--- config.mk ---
export PLATFORM = sky130hd
export DESIGN_NAME = pilm_top
export DESIGN_NICKNAME = d
export VERILOG_FILES = /design/src/design/pilm_pkg.sv /design/src/design/pilm_top.sv
export SDC_FILE = /design/constraint.sdc
export NUM_CORES = 2
export LEC_CHECK = 0
export ABC_AREA = 1
export BUFFER_PORTS_ARGS = -buffer_cell sky130_fd_sc_hd__buf_2
export CAP_MARGIN = 0
export CORE_UTILIZATION = 55
export DETAILED_ROUTE_END_ITERATION = 7
export PLACE_DENSITY = 0.74
export SLEW_MARGIN = 20
export SYNTH_ARGS = -nofsm -noshare
export SYNTH_HDL_FRONTEND = slang
export SYNTH_SLANG_ARGS = --single-unit
--- constraint.sdc ---
create_clock -name core_clk_i -period 47.6 [get_ports core_clk_i]
set_input_delay 7.14 -clock core_clk_i [delete_from_list [all_inputs] [get_ports core_clk_i]]
set_output_delay 7.14 -clock core_clk_i [all_outputs]
set_load 0.005 [all_outputs]
--- src/design/pilm_pkg.sv ---
// Package: constants and carrier types for the peripheral interrupt line mapper
package pilm_pkg;

  // ****************************************
  // Controller geometry
  // ****************************************
  localparam int          NUM_LINES  = 32;
  localparam int          PRIO_W     = 2;
  localparam int          PRIO_MSB   = 7;           // Priority field sits in the top of each byte
  localparam int          PRIO_PER_W = 4;           // Fields per priority register
  localparam int          NUM_PRIO_R = 8;
  localparam int          FLAG_W_DEF = 8;

  // ****************************************
  // Line assignment
  // ****************************************
  localparam int          LINE_POWER_MANAGER    = 0;
  localparam int          LINE_SYSTEM_CONTROL   = 1;
  localparam int          LINE_WATCHDOG         = 2;
  localparam int          LINE_REAL_TIME_CNT    = 3;
  localparam int          LINE_EXTERNAL_IRQ     = 4;
  localparam int          LINE_NONVOLATILE_MEM  = 5;
  localparam int          LINE_MEMORY_ACCESS    = 6;
  localparam int          LINE_RESERVED_A       = 7;
  localparam int          LINE_EVENT_SYSTEM     = 8;
  localparam int          LINE_SERIAL_IF_0      = 9;
  localparam int          NUM_SERIAL_IF         = 6;
  localparam int          LINE_CONTROL_TIMER_0  = 15;
  localparam int          NUM_CONTROL_TIMER     = 3;
  localparam int          LINE_BASIC_TIMER_3    = 18;
  localparam int          NUM_BASIC_TIMER       = 5;
  localparam int          LINE_ANALOG_TO_DIGITAL = 23;
  localparam int          LINE_ANALOG_COMPARATOR = 24;
  localparam int          LINE_DIGITAL_TO_ANALOG = 25;
  localparam int          NUM_WIRED_LINES       = 28;

  // ****************************************
  // Register map
  // ****************************************
  localparam logic [31:0] CTRL_BASE      = 32'hE000_E100;
  localparam logic [11:0] OFS_LINE_EN_SET = 12'h000;
  localparam logic [11:0] OFS_LINE_EN_CLR = 12'h080;
  localparam logic [11:0] OFS_PEND_SET    = 12'h100;
  localparam logic [11:0] OFS_PEND_CLR    = 12'h180;
  localparam logic [11:0] OFS_PRIO_BASE   = 12'h300;
  localparam logic [31:0] PER_BASE       = 32'h4000_0000;   // 0x100 per line, line in addr[12:8]
  localparam logic [7:0]  OFS_EN_CLR      = 8'h00;
  localparam logic [7:0]  OFS_EN_SET      = 8'h04;
  localparam logic [7:0]  OFS_FLAG        = 8'h08;
  localparam logic [31:0] EVT_BASE       = 32'h4000_4000;
  localparam logic [3:0]  OFS_EVT_STAT    = 4'h0;
  localparam logic [3:0]  OFS_EVT_MASK    = 4'h4;
  localparam logic [31:0] RST_WORD       = 32'h0000_0000;

  // Register port request
  typedef struct packed {
    logic [31:0] addr;
    logic [31:0] wdata;
    logic        wr;
    logic        rd;
  } pilm_bus_req_t;

  // Winning line towards the core
  typedef struct packed {
    logic        valid;
    logic [4:0]  line;
    logic [1:0]  prio;
  } pilm_active_t;

endpackage

--- src/design/pilm_top.sv ---
// Module: peripheral interrupt flags, line controller and register port
//
// Function
// - Controller takes 32 lines, each with one of four priority levels.
// - Lines 0..25 except line 7 each fed by one peripheral; others have no source.
// - A peripheral sets its flag bit when its interrupt condition occurs.
// - Writing one to enable-set enables that source; zeros leave others alone.
// - Writing one to enable-clear disables that source without read-modify-write.
// - A peripheral requests only while a flag is set and also enabled.
// - All enabled requests of one peripheral are ORed into one line.
// - A request sets the pending bit; software may set or clear it too.
// - A pending line is activated only when its line enable is set.
// - Every line has a programmable priority field across eight registers.
// - Lines 0..8 map to fixed system peripherals, line 7 reserved.
// - Six serial interfaces drive lines 9 to 14 in instance order.
// - Control timers 15-17, basic timers 18-22, converter line 23.
// - The non-maskable output goes to the core NMI, not a line.
// - Controller registers decode from the fixed processor-private base.
// - Comparator line 24, digital-to-analog line 25, lines 26 and 27 reserved.
`timescale 1ns/10ps
module pilm_top #(
  parameter int FLAG_W = pilm_pkg::FLAG_W_DEF
) (
  input  wire logic                              core_clk_i,
  input  wire logic                              reset_n_i,
  input  wire logic                              ce_i,
  input  wire pilm_pkg::pilm_bus_req_t           bus_i,
  output logic [31:0]                            rdata_o,
  input  wire logic [pilm_pkg::NUM_LINES-1:0][FLAG_W-1:0] flag_evt_i,
  input  wire logic                              nmi_evt_i,
  output logic [pilm_pkg::NUM_LINES-1:0]         core_irq_o,
  output logic                                   core_nmi_o,
  output pilm_pkg::pilm_active_t                 active_o,
  output logic                                   irq_o
);
  import pilm_pkg::*;

  // ****************************************
  // Parameter check
  // ****************************************
  if (FLAG_W < 1 || FLAG_W > 32) begin : g_bad_flag_w
    $error("FLAG_W must be 1..32");
  end

  // ****************************************
  // Source map
  // ****************************************
  // Lines with a peripheral behind them; the rest stay silent
  function automatic logic [NUM_LINES-1:0] src_mask();
    logic [NUM_LINES-1:0] m;
    m = '0;
    m[LINE_POWER_MANAGER]   = 1'b1;
    m[LINE_SYSTEM_CONTROL]  = 1'b1;
    m[LINE_WATCHDOG]        = 1'b1;
    m[LINE_REAL_TIME_CNT]   = 1'b1;
    m[LINE_EXTERNAL_IRQ]    = 1'b1;
    m[LINE_NONVOLATILE_MEM] = 1'b1;
    m[LINE_MEMORY_ACCESS]   = 1'b1;
    m[LINE_EVENT_SYSTEM]    = 1'b1;
    for (int k = 0; k < NUM_SERIAL_IF; k++) begin
      m[LINE_SERIAL_IF_0 + k] = 1'b1;
    end
    for (int k = 0; k < NUM_CONTROL_TIMER; k++) begin
      m[LINE_CONTROL_TIMER_0 + k] = 1'b1;
    end
    for (int k = 0; k < NUM_BASIC_TIMER; k++) begin
      m[LINE_BASIC_TIMER_3 + k] = 1'b1;
    end
    m[LINE_ANALOG_TO_DIGITAL] = 1'b1;
    m[LINE_ANALOG_COMPARATOR] = 1'b1;
    m[LINE_DIGITAL_TO_ANALOG] = 1'b1;
    return m;
  endfunction

  localparam logic [NUM_LINES-1:0] SRC_MASK = src_mask();

  // ****************************************
  // Address decode
  // ****************************************
  logic        ctrl_hit;
  logic        per_hit;
  logic        evt_hit;
  logic [11:0] ctrl_ofs;
  logic [4:0]  per_line;
  logic [7:0]  per_ofs;
  logic        wr_en_set;
  logic        wr_en_clr;
  logic        wr_pend_set;
  logic        wr_pend_clr;
  logic        wr_prio;
  logic [2:0]  prio_idx;
  logic        rd_stat;

  // Controller window is the aligned 4 KB page that holds its base
  assign ctrl_hit    = (bus_i.addr[31:12] == CTRL_BASE[31:12]);
  assign ctrl_ofs    = bus_i.addr[11:0] - CTRL_BASE[11:0];
  assign per_hit     = (bus_i.addr[31:13] == PER_BASE[31:13]);
  assign per_line    = bus_i.addr[12:8];
  assign per_ofs     = bus_i.addr[7:0];
  assign evt_hit     = (bus_i.addr[31:4] == EVT_BASE[31:4]);
  assign wr_en_set   = bus_i.wr && ctrl_hit && ctrl_ofs == OFS_LINE_EN_SET;
  assign wr_en_clr   = bus_i.wr && ctrl_hit && ctrl_ofs == OFS_LINE_EN_CLR;
  assign wr_pend_set = bus_i.wr && ctrl_hit && ctrl_ofs == OFS_PEND_SET;
  assign wr_pend_clr = bus_i.wr && ctrl_hit && ctrl_ofs == OFS_PEND_CLR;
  assign wr_prio     = bus_i.wr && ctrl_hit && ctrl_ofs[11:5] == OFS_PRIO_BASE[11:5]
                       && ctrl_ofs[1:0] == 2'b00;
  assign prio_idx    = ctrl_ofs[4:2];
  assign rd_stat     = bus_i.rd && evt_hit && bus_i.addr[3:0] == OFS_EVT_STAT;

  // ****************************************
  // Peripheral flags and enables, per line
  // ****************************************
  logic [FLAG_W-1:0]    flag_r   [NUM_LINES];
  logic [FLAG_W-1:0]    flag_nxt [NUM_LINES];
  logic [FLAG_W-1:0]    en_r     [NUM_LINES];
  logic [FLAG_W-1:0]    en_nxt   [NUM_LINES];
  logic [NUM_LINES-1:0] req;
  logic [NUM_LINES-1:0] pend_r;
  logic [NUM_LINES-1:0] pend_nxt;
  logic [NUM_LINES-1:0] line_en_r;
  logic [NUM_LINES-1:0] line_en_nxt;

  for (genvar i = 0; i < NUM_LINES; i++) begin : g_line
    logic              sel;
    logic [FLAG_W-1:0] fclr;
    assign sel  = bus_i.wr && per_hit && per_line == 5'(i) && SRC_MASK[i];
    assign fclr = (sel && per_ofs == OFS_FLAG) ? bus_i.wdata[FLAG_W-1:0] : '0;
    if (SRC_MASK[i]) begin : g_src
      // Event wins over a write-one-to-clear in the same cycle
      assign flag_nxt[i] = (flag_r[i] & ~fclr) | flag_evt_i[i];
      // Set and clear locations touch only the ones written
      assign en_nxt[i]   = (sel && per_ofs == OFS_EN_SET) ? (en_r[i] | bus_i.wdata[FLAG_W-1:0]) :
                           (sel && per_ofs == OFS_EN_CLR) ? (en_r[i] & ~bus_i.wdata[FLAG_W-1:0]) :
                           en_r[i];
      // Level request: any flag that is also enabled
      assign req[i]      = |(flag_r[i] & en_r[i]);
    end else begin : g_none
      // Reserved and unwired lines have no peripheral behind them
      assign flag_nxt[i] = '0;
      assign en_nxt[i]   = '0;
      assign req[i]      = 1'b0;
    end
    // Hardware request wins over a software clear
    assign pend_nxt[i]    = (pend_r[i] & ~(wr_pend_clr & bus_i.wdata[i]))
                            | (wr_pend_set & bus_i.wdata[i]) | req[i];
    assign line_en_nxt[i] = (wr_en_set && bus_i.wdata[i]) ? 1'b1 :
                            (wr_en_clr && bus_i.wdata[i]) ? 1'b0 : line_en_r[i];
  end

  // Flag and enable storage
  always_ff @(posedge core_clk_i) begin
    for (int i = 0; i < NUM_LINES; i++) begin
      if (!reset_n_i) begin
        flag_r[i] <= '0;
        en_r[i]   <= '0;
      end else if (ce_i) begin
        flag_r[i] <= flag_nxt[i];
        en_r[i]   <= en_nxt[i];
      end
    end
  end

  // ****************************************
  // Controller state
  // ****************************************
  logic [PRIO_W-1:0] prio_r [NUM_LINES];

  // Pending and enable vectors
  always_ff @(posedge core_clk_i) begin
    if (!reset_n_i) begin
      pend_r    <= RST_WORD;
      line_en_r <= RST_WORD;
    end else if (ce_i) begin
      pend_r    <= pend_nxt;
      line_en_r <= line_en_nxt;
    end
  end

  // Priority fields, four per word, upper two bits of each byte
  always_ff @(posedge core_clk_i) begin
    for (int i = 0; i < NUM_LINES; i++) begin
      if (!reset_n_i) begin
        prio_r[i] <= '0;
      end else if (ce_i && wr_prio && prio_idx == 3'(i / PRIO_PER_W)) begin
        prio_r[i] <= bus_i.wdata[(i % PRIO_PER_W) * 8 + PRIO_MSB -: PRIO_W];
      end
    end
  end

  // ****************************************
  // Core side
  // ****************************************
  pilm_active_t win;

  // Lowest field value wins; ties go to the lower line
  always_comb begin
    win = '0;
    for (int i = NUM_LINES - 1; i >= 0; i--) begin
      if (pend_r[i] && line_en_r[i] && (!win.valid || prio_r[i] <= win.prio)) begin
        win.valid = 1'b1;
        win.line  = 5'(i);
        win.prio  = prio_r[i];
      end
    end
  end

  // Registered view towards the core
  always_ff @(posedge core_clk_i) begin
    if (!reset_n_i) begin
      core_irq_o <= '0;
      core_nmi_o <= 1'b0;
      active_o   <= '0;
    end else if (ce_i) begin
      core_irq_o <= pend_nxt & line_en_nxt;
      core_nmi_o <= nmi_evt_i;
      active_o   <= win;
    end
  end

  // ****************************************
  // Event status and interrupt
  // ****************************************
  logic [NUM_LINES-1:0] stat_r;
  logic [NUM_LINES-1:0] mask_r;
  logic [NUM_LINES-1:0] pend_rise;

  assign pend_rise = pend_nxt & ~pend_r;

  // Sticky on new pending; a read clears, but a new event in that cycle survives
  always_ff @(posedge core_clk_i) begin
    if (!reset_n_i) begin
      stat_r <= RST_WORD;
    end else if (ce_i) begin
      stat_r <= (rd_stat ? '0 : stat_r) | pend_rise;
    end
  end

  // Mask register
  always_ff @(posedge core_clk_i) begin
    if (!reset_n_i) begin
      mask_r <= RST_WORD;
    end else if (ce_i && bus_i.wr && evt_hit && bus_i.addr[3:0] == OFS_EVT_MASK) begin
      mask_r <= bus_i.wdata;
    end
  end

  assign irq_o = |(stat_r & mask_r);

  // ****************************************
  // Read path
  // ****************************************
  logic [31:0] rd_val;

  // Unmapped addresses read as zero
  always_comb begin
    rd_val = '0;
    if (ctrl_hit) begin
      if (ctrl_ofs == OFS_LINE_EN_SET || ctrl_ofs == OFS_LINE_EN_CLR) begin
        rd_val = line_en_r;
      end else if (ctrl_ofs == OFS_PEND_SET || ctrl_ofs == OFS_PEND_CLR) begin
        rd_val = pend_r;
      end else if (ctrl_ofs[11:5] == OFS_PRIO_BASE[11:5] && ctrl_ofs[1:0] == 2'b00) begin
        for (int b = 0; b < PRIO_PER_W; b++) begin
          rd_val[b * 8 + PRIO_MSB -: PRIO_W] = prio_r[{prio_idx, 2'(b)}];
        end
      end
    end else if (per_hit && SRC_MASK[per_line]) begin
      if (per_ofs == OFS_EN_SET || per_ofs == OFS_EN_CLR) begin
        rd_val[FLAG_W-1:0] = en_r[per_line];
      end else if (per_ofs == OFS_FLAG) begin
        rd_val[FLAG_W-1:0] = flag_r[per_line];
      end
    end else if (evt_hit) begin
      if (bus_i.addr[3:0] == OFS_EVT_STAT) begin
        rd_val = stat_r;
      end else if (bus_i.addr[3:0] == OFS_EVT_MASK) begin
        rd_val = mask_r;
      end
    end
  end

  // Data valid only in the cycle after the strobe
  always_ff @(posedge core_clk_i) begin
    if (!reset_n_i) begin
      rdata_o <= '0;
    end else if (ce_i) begin
      rdata_o <= bus_i.rd ? rd_val : '0;
    end
  end
endmodule

**Word-level counts from Yosys, hierarchy flattened**

Memories as Yosys holds them, arrays and structs flattened.
Index checks and enable logic that the tools add are counted.

- Add/subtract/negate cells: 1
- Magnitude comparators: 32
- Eq/ne operators: 41
- Multiplexer cells: 319
- Bitwise operators: 437
- Reduce and logical (&&, ||, !) cells: 348

Operators by type and width:

| operator | count |
|---|---|
| 2-to-1 mux 8 bit | 174 |
| AND 8 bit | 75 |
| bitwise OR 8 bit | 50 |
| logical AND 1 bit | 251 |
| 2-to-1 mux 32 bit | 7 |
| NOT 8 bit | 26 |
| OR reduction 8 bit | 25 |
| bitwise OR 1 bit | 153 |
| AND 1 bit | 96 |
| AND 32 bit | 3 |
| 2-to-1 mux 1 bit | 93 |
| 2-to-1 mux 2 bit | 40 |
| less-or-equal comparator 2 bit | 31 |
| == test 5 bit (second input constant) | 10 |
| == test 5 x 4 -> 1 bit (second input constant) | 8 |
| logical OR 1 bit | 34 |
| NOT 1 bit | 32 |
| NOT 32 bit | 1 |
| bitwise OR 32 bit | 1 |
| OR reduction 32 bit | 1 |
| logical NOT 1 bit | 31 |
| == test 28 x 27 -> 1 bit (second input constant) | 1 |
| == test 12 x 9 -> 1 bit (second input constant) | 2 |
| 2-to-1 mux 24 bit | 1 |
| other kinds (22) | 32 |

- Register bits after elaboration: 201
- Memory bits (writable): 576
- Memory bits (read-only): 32
- Logic and storage cells: 1192
- Memories: 4

Memories:

| name | words | width | read ports | clocked after memory_dff | write ports | line | RTL |
|---|---|---|---|---|---|---|---|
| en_r | 32 | 8 | 26 | 0 | 32 | pilm_top.sv:115 | `logic [FLAG_W-1:0] en_r [NUM_LINES];` |
| flag_r | 32 | 8 | 26 | 0 | 32 | pilm_top.sv:113 | `logic [FLAG_W-1:0] flag_r [NUM_LINES];` |
| prio_r | 32 | 2 | 36 | 0 | 32 | pilm_top.sv:166 | `logic [PRIO_W-1:0] prio_r [NUM_LINES];` |
| (name not given) | 32 | 1 | 1 | 0 | 0 | pilm_top.sv:267 | `end else if (per_hit && SRC_MASK[per_line]) begin` |

**Longest topological paths before layout**

- Depth after elaboration: 126
- Mapped depth: 250
- Gate-level depth less buffers: 250

**Worst setup path before layout**

OpenSTA, ideal clock, no wires.

- Path kind: register -> register
- Start: register pend_r[31]
- End: register active_o[6] (netlist name)
- Setup time: 0.059 ns
- Arrival time: 25.948 ns
- Required time: 47.541 ns
- Path slack: 21.593 ns
- Stages on the path, launching flop included: 234
- Clock period less this slack: 26.007 ns
- Cells stage by stage: dfxtp_1 -> nand2_2 -> inv_1 -> nand2_1 -> ha_1 -> nand2_1 -> inv_1 -> nor2_1 -> nand2_1 -> nand2_1 -> nand2_1 -> o22ai_1 -> ha_1 -> nand2_1 -> nand3_1 -> nand2_1 -> nand3_1 -> and2_1 -> [198 not listed] -> nor2_1 -> nand2_2 -> nand3_1 -> nand2_1 -> ha_1 -> a21oi_1 -> a21oi_1 -> a21oi_1 -> nand2_1 -> and2_1 -> ha_1 -> inv_1 -> nor2_1 -> o211ai_1 -> nand3_1 -> nand3_1 -> nor4_1 -> a22o_1

- Word-level cells in the longest chain between the ends: 126
- Elaborated cells between the ends (all ways): 157

Ends and longest elaborated chain:

| item | line | RTL |
|---|---|---|
| start, declared | pilm_top.sv:118 | `logic [NUM_LINES-1:0] pend_r;` |
| start signal, assigned | pilm_top.sv:174 | `pend_r <= pend_nxt;` |
| logical AND 1 bit * | pilm_top.sv:199 | `if (pend_r[i] && line_en_r[i] && (!win.valid \|\| prio_r[i] <= win.prio)) begin` |
| 2-to-1 mux 8 bit * | pilm_top.sv:199 |  |
| less-or-equal comparator 2 bit or logical NOT 1 bit (tied branches) | pilm_top.sv:199 |  |
| logical OR 1 bit | pilm_top.sv:199 |  |
| logical AND 1 bit | pilm_top.sv:199 |  |
| 2-to-1 mux 8 bit * | pilm_top.sv:199 |  |
| less-or-equal comparator 2 bit or logical NOT 1 bit (tied branches) | pilm_top.sv:199 |  |
| logical OR 1 bit | pilm_top.sv:199 |  |
| [110 not listed] | - |  |
| less-or-equal comparator 2 bit or logical NOT 1 bit (tied branches) | pilm_top.sv:199 |  |
| logical OR 1 bit | pilm_top.sv:199 |  |
| logical AND 1 bit | pilm_top.sv:199 |  |
| 2-to-1 mux 8 bit * | pilm_top.sv:199 |  |
| less-or-equal comparator 2 bit or logical NOT 1 bit (tied branches) | pilm_top.sv:199 |  |
| logical OR 1 bit | pilm_top.sv:199 |  |
| logical AND 1 bit | pilm_top.sv:199 |  |
| 2-to-1 mux 8 bit * | pilm_top.sv:199 |  |
| end signal, assigned | pilm_top.sv:216 | `active_o <= win;` |
| end, declared | pilm_top.sv:33 | `output pilm_pkg::pilm_active_t active_o,` |

Every way passes the cells marked *; elsewhere a longest branch is shown, timed or not.
A chain may end at the register's enable or synchronous reset.

**Worst setup path in the final report**

Same ends and word-level chain as after synthesis.

==> out/results.ini <==
[run_status]
status = finished, final reports clean

[grt]
use_met2 = 0.621
grt_pass1_wl_mm = 216
antenna_found_initial = 9
track_usage = 0.413
met3_usage = 0.120
grt_max_degree = 119
grt_use_met1 = 0.536
busiest_layer = met2
grt-ovfl-total = 0
grt_pass1_vias = 34700

[floorplan]
fp-row-count = 95
dieHeight_um = 264
start_util = 0.559
core_um2 = 67400
fp.dieW_um = 264
ios = 400
dieArea_um2 = 69500

[timing]
setup_tns_ns = 0
worstMarginPinSlew_ns = 1.27
slew_viol_final = 0
min_period_ns = 29.75
setup_viol = 0
relSlewSlack = 0.148
final-hold-violation-count = 0
fin_skew_ns = 0.0275
rsz0062_at_grt = false
max_freq_ghz = 0.0336
final_min_period_over_clock_period = 0.625

[placed_design]
post-place-cells = 5702
place.gp.congestion = 1.04
dp_hpwl_mm = 103
port_buffers = 343

[cts]
cts_resized = 0
path_clk_slew_ns = 0.06
clock_latency_ns = 0.65
clockBufferDepth = 3
cts_htree_levels = 3
post_cts_buffers = 0
cts_tree = built
cts_root_buf = clkbuf_16
clock-sinks = 665
cts_buffers = 75
postCtsHoldBufs = 0

[critical_path]
crit_path_max_incr_delay_ns = 0.38
slowest_stage = dfxtp_1
cpMostUsedCell = nand2_2
path_max_fanout = 7
crit_type = reg -> reg
arrival_ns = 30.33
critPathRequiredTime_ns = 48.19
critPathLaunchType = flip-flop
crit_path_end_kind = flip-flop

[synthesis]
synth_top_family_by_area = compound AO/OA/AOI/OAI gates
syn_nets = 5077
synth-compound-area-share = 0.271
ys_seq_area_frac = 0.477
yosys.cell_types.count = 49
synth-edff-count = 464
postSynth.asyncResetShare = 0
muxShareOfSynthArea = 0.00186
synth_area_um2 = 37700
syn_area_per_cell_um2 = 8.00
synth-xor-area-share = 0.000233
synthSimpleGateAreaFrac = 0.146
synthCells = 4708
synth_warnings = 0
synth_adder_area_share = 0.0143
ys_ff_latch = 665
ys.flop_type = edfxtp_1

[finish]
fillers = 5911
multi_input_area_um2 = 16400
area_growth_pct = 12.9
n_antenna_cell = 0
regArea_um2 = 18000
layout-drive-gt1-share = 0.131
nets = 5275
instances_no_fill = 5837

[power]
switching_share = 0.271
p_switching_mw = 0.390
peakVddDrop_uv = 27.7
total_power_mw = 1.44
power_frac_comb = 0.110
seqPwrFrac = 0.472
p_per_area_nw_per_um2 = 33.9
leakage_nw = 17.1
power_frac_clock = 0.418
p_int_mw = 1.05

[routing]
postRouteAntennaNets = 0
vias = 37900
drc = 0
firstDrtPassIters = 8
wire_per_inst_um = 25.3
routed_wl_mm = 147
drt_iter0_drc = 5901
vias_per_cell = 6.49

[flow_run]
maxCapViolCount = 0

[worst_hold_path]
hold_path_class = reg -> reg

synth_stat cells, types with 37 or more instances:
master / instances / share of area
ha_1: 43 / 0.014
nand2_1: 632 / 0.063
o22ai_1: 111 / 0.018
a221oi_1: 37 / 0.0086
o31ai_1: 39 / 0.0078
a22oi_1: 44 / 0.0088
edfxtp_1: 464 / 0.37
clkbuf_1: 281 / 0.028
inv_1: 592 / 0.059
nand3_1: 174 / 0.023
a21oi_1: 637 / 0.085
nor2_1: 262 / 0.026
dfxtp_1: 201 / 0.11
nand2_2: 71 / 0.012
o21ai_0: 806 / 0.11
path summary, 6_finish.rpt:
path / startpoint / end / slack (ns) / cells after the start
worst max-delay path: pend_r[31] / active_o[6] / 17.85 / 230
worst min-delay path: rdata_o[27] / rdata_o[27] / 0.45 / 2
worst max register to register: pend_r[31] / active_o[6] / 17.85 / 230
worst min register to register: rdata_o[27] / rdata_o[27] / 0.45 / 2
flip-flops by register name, indices dropped and copies added (netlist names):
register and count:
en_r 200, flag_r 200, prio_r 64, core_irq_o 32, line_en_r 32, mask_r 32
pend_r 32, rdata_o 32, stat_r 32, active_o 8, core_nmi_o 1
cell usage in the layout (no fill, tap or decap), types with 43 or more instances in the layout:
master     netlist  routed
a21oi_1        637     636
a22oi_1         44      44
edfxtp_1       464     464
clkbuf_16        0      80
nand2_1        632     631
buf_2            0     342
inv_1          592     590
o22ai_1        111     111
nand3_1        174     174
nand2_2         71      71
buf_4            0      71
ha_1            43      43
o21ai_0        806     801
nor2_1         262     257
dfxtp_1        201     201
through the flow:
| step | hold WS (ns) | instance area, um^2 | utilization | setup WS, ns |
|---|---|---|---|---|
| global route | 0.466 | 42500 | 0.631 | 14.17 |
| finish | 0.449 | 42500 | 0.631 | 17.85 |
| floorplan | 0.445 | 37700 | - | 21.59 |
| global placement | 0.437 | 40000 | 0.593 | 18.36 |
| detailed placement | 0.436 | 40000 | 0.593 | 18.02 |
| CTS | 0.449 | 42500 | 0.630 | 17.91 |
critical path, delay by kind of cell (launching register included):
kind / cells / cell delay, ns
simple gates: 113 / 10.57
fa+ha+maj: 31 / 8.86
compound gates: 60 / 8.15
buf+inv: 26 / 1.67
flops: 1 / 0.38
metal layers:
layer	up-vias	share of wire
met5	-	0.00063
met4	16	0.061
met3	484	0.14
met2	2803	0.43
met1	17600	0.37
li1	17000	-
logic make-up after synthesis:
kind of cell | count (synthesis)
AOI/OAI and AO/OA | 1835
xor gates and xnor gates | 1
adders and majority gates | 43
buffers and inverters | 896
DFF | 665
muxes | 7
and+or+nand+nor | 1261
cell type report:
cell class / count / area share
timing repair buffer: 414 / 0.0531
clock buffer: 105 / 0.0509
tap: 873 / 0.0257
clock inverter: 30 / 0.00780
sequential: 665 / 0.422
inverter: 603 / 0.0536
multi-input combinational: 3147 / 0.387
power by group through the flow:
stage | Clock (mW) | Sequential (mW) | Combinational, mW
global placement | 0 | 0.691 | 0.148
global route | 0.622 | 0.684 | 0.169
floorplan | 0 | 0.680 | 0.0898
CTS | 0.599 | 0.680 | 0.152
detailed placement | 0 | 0.692 | 0.151
finish | 0.603 | 0.682 | 0.159
Note: power is estimated with default switching activity, not from simulation.
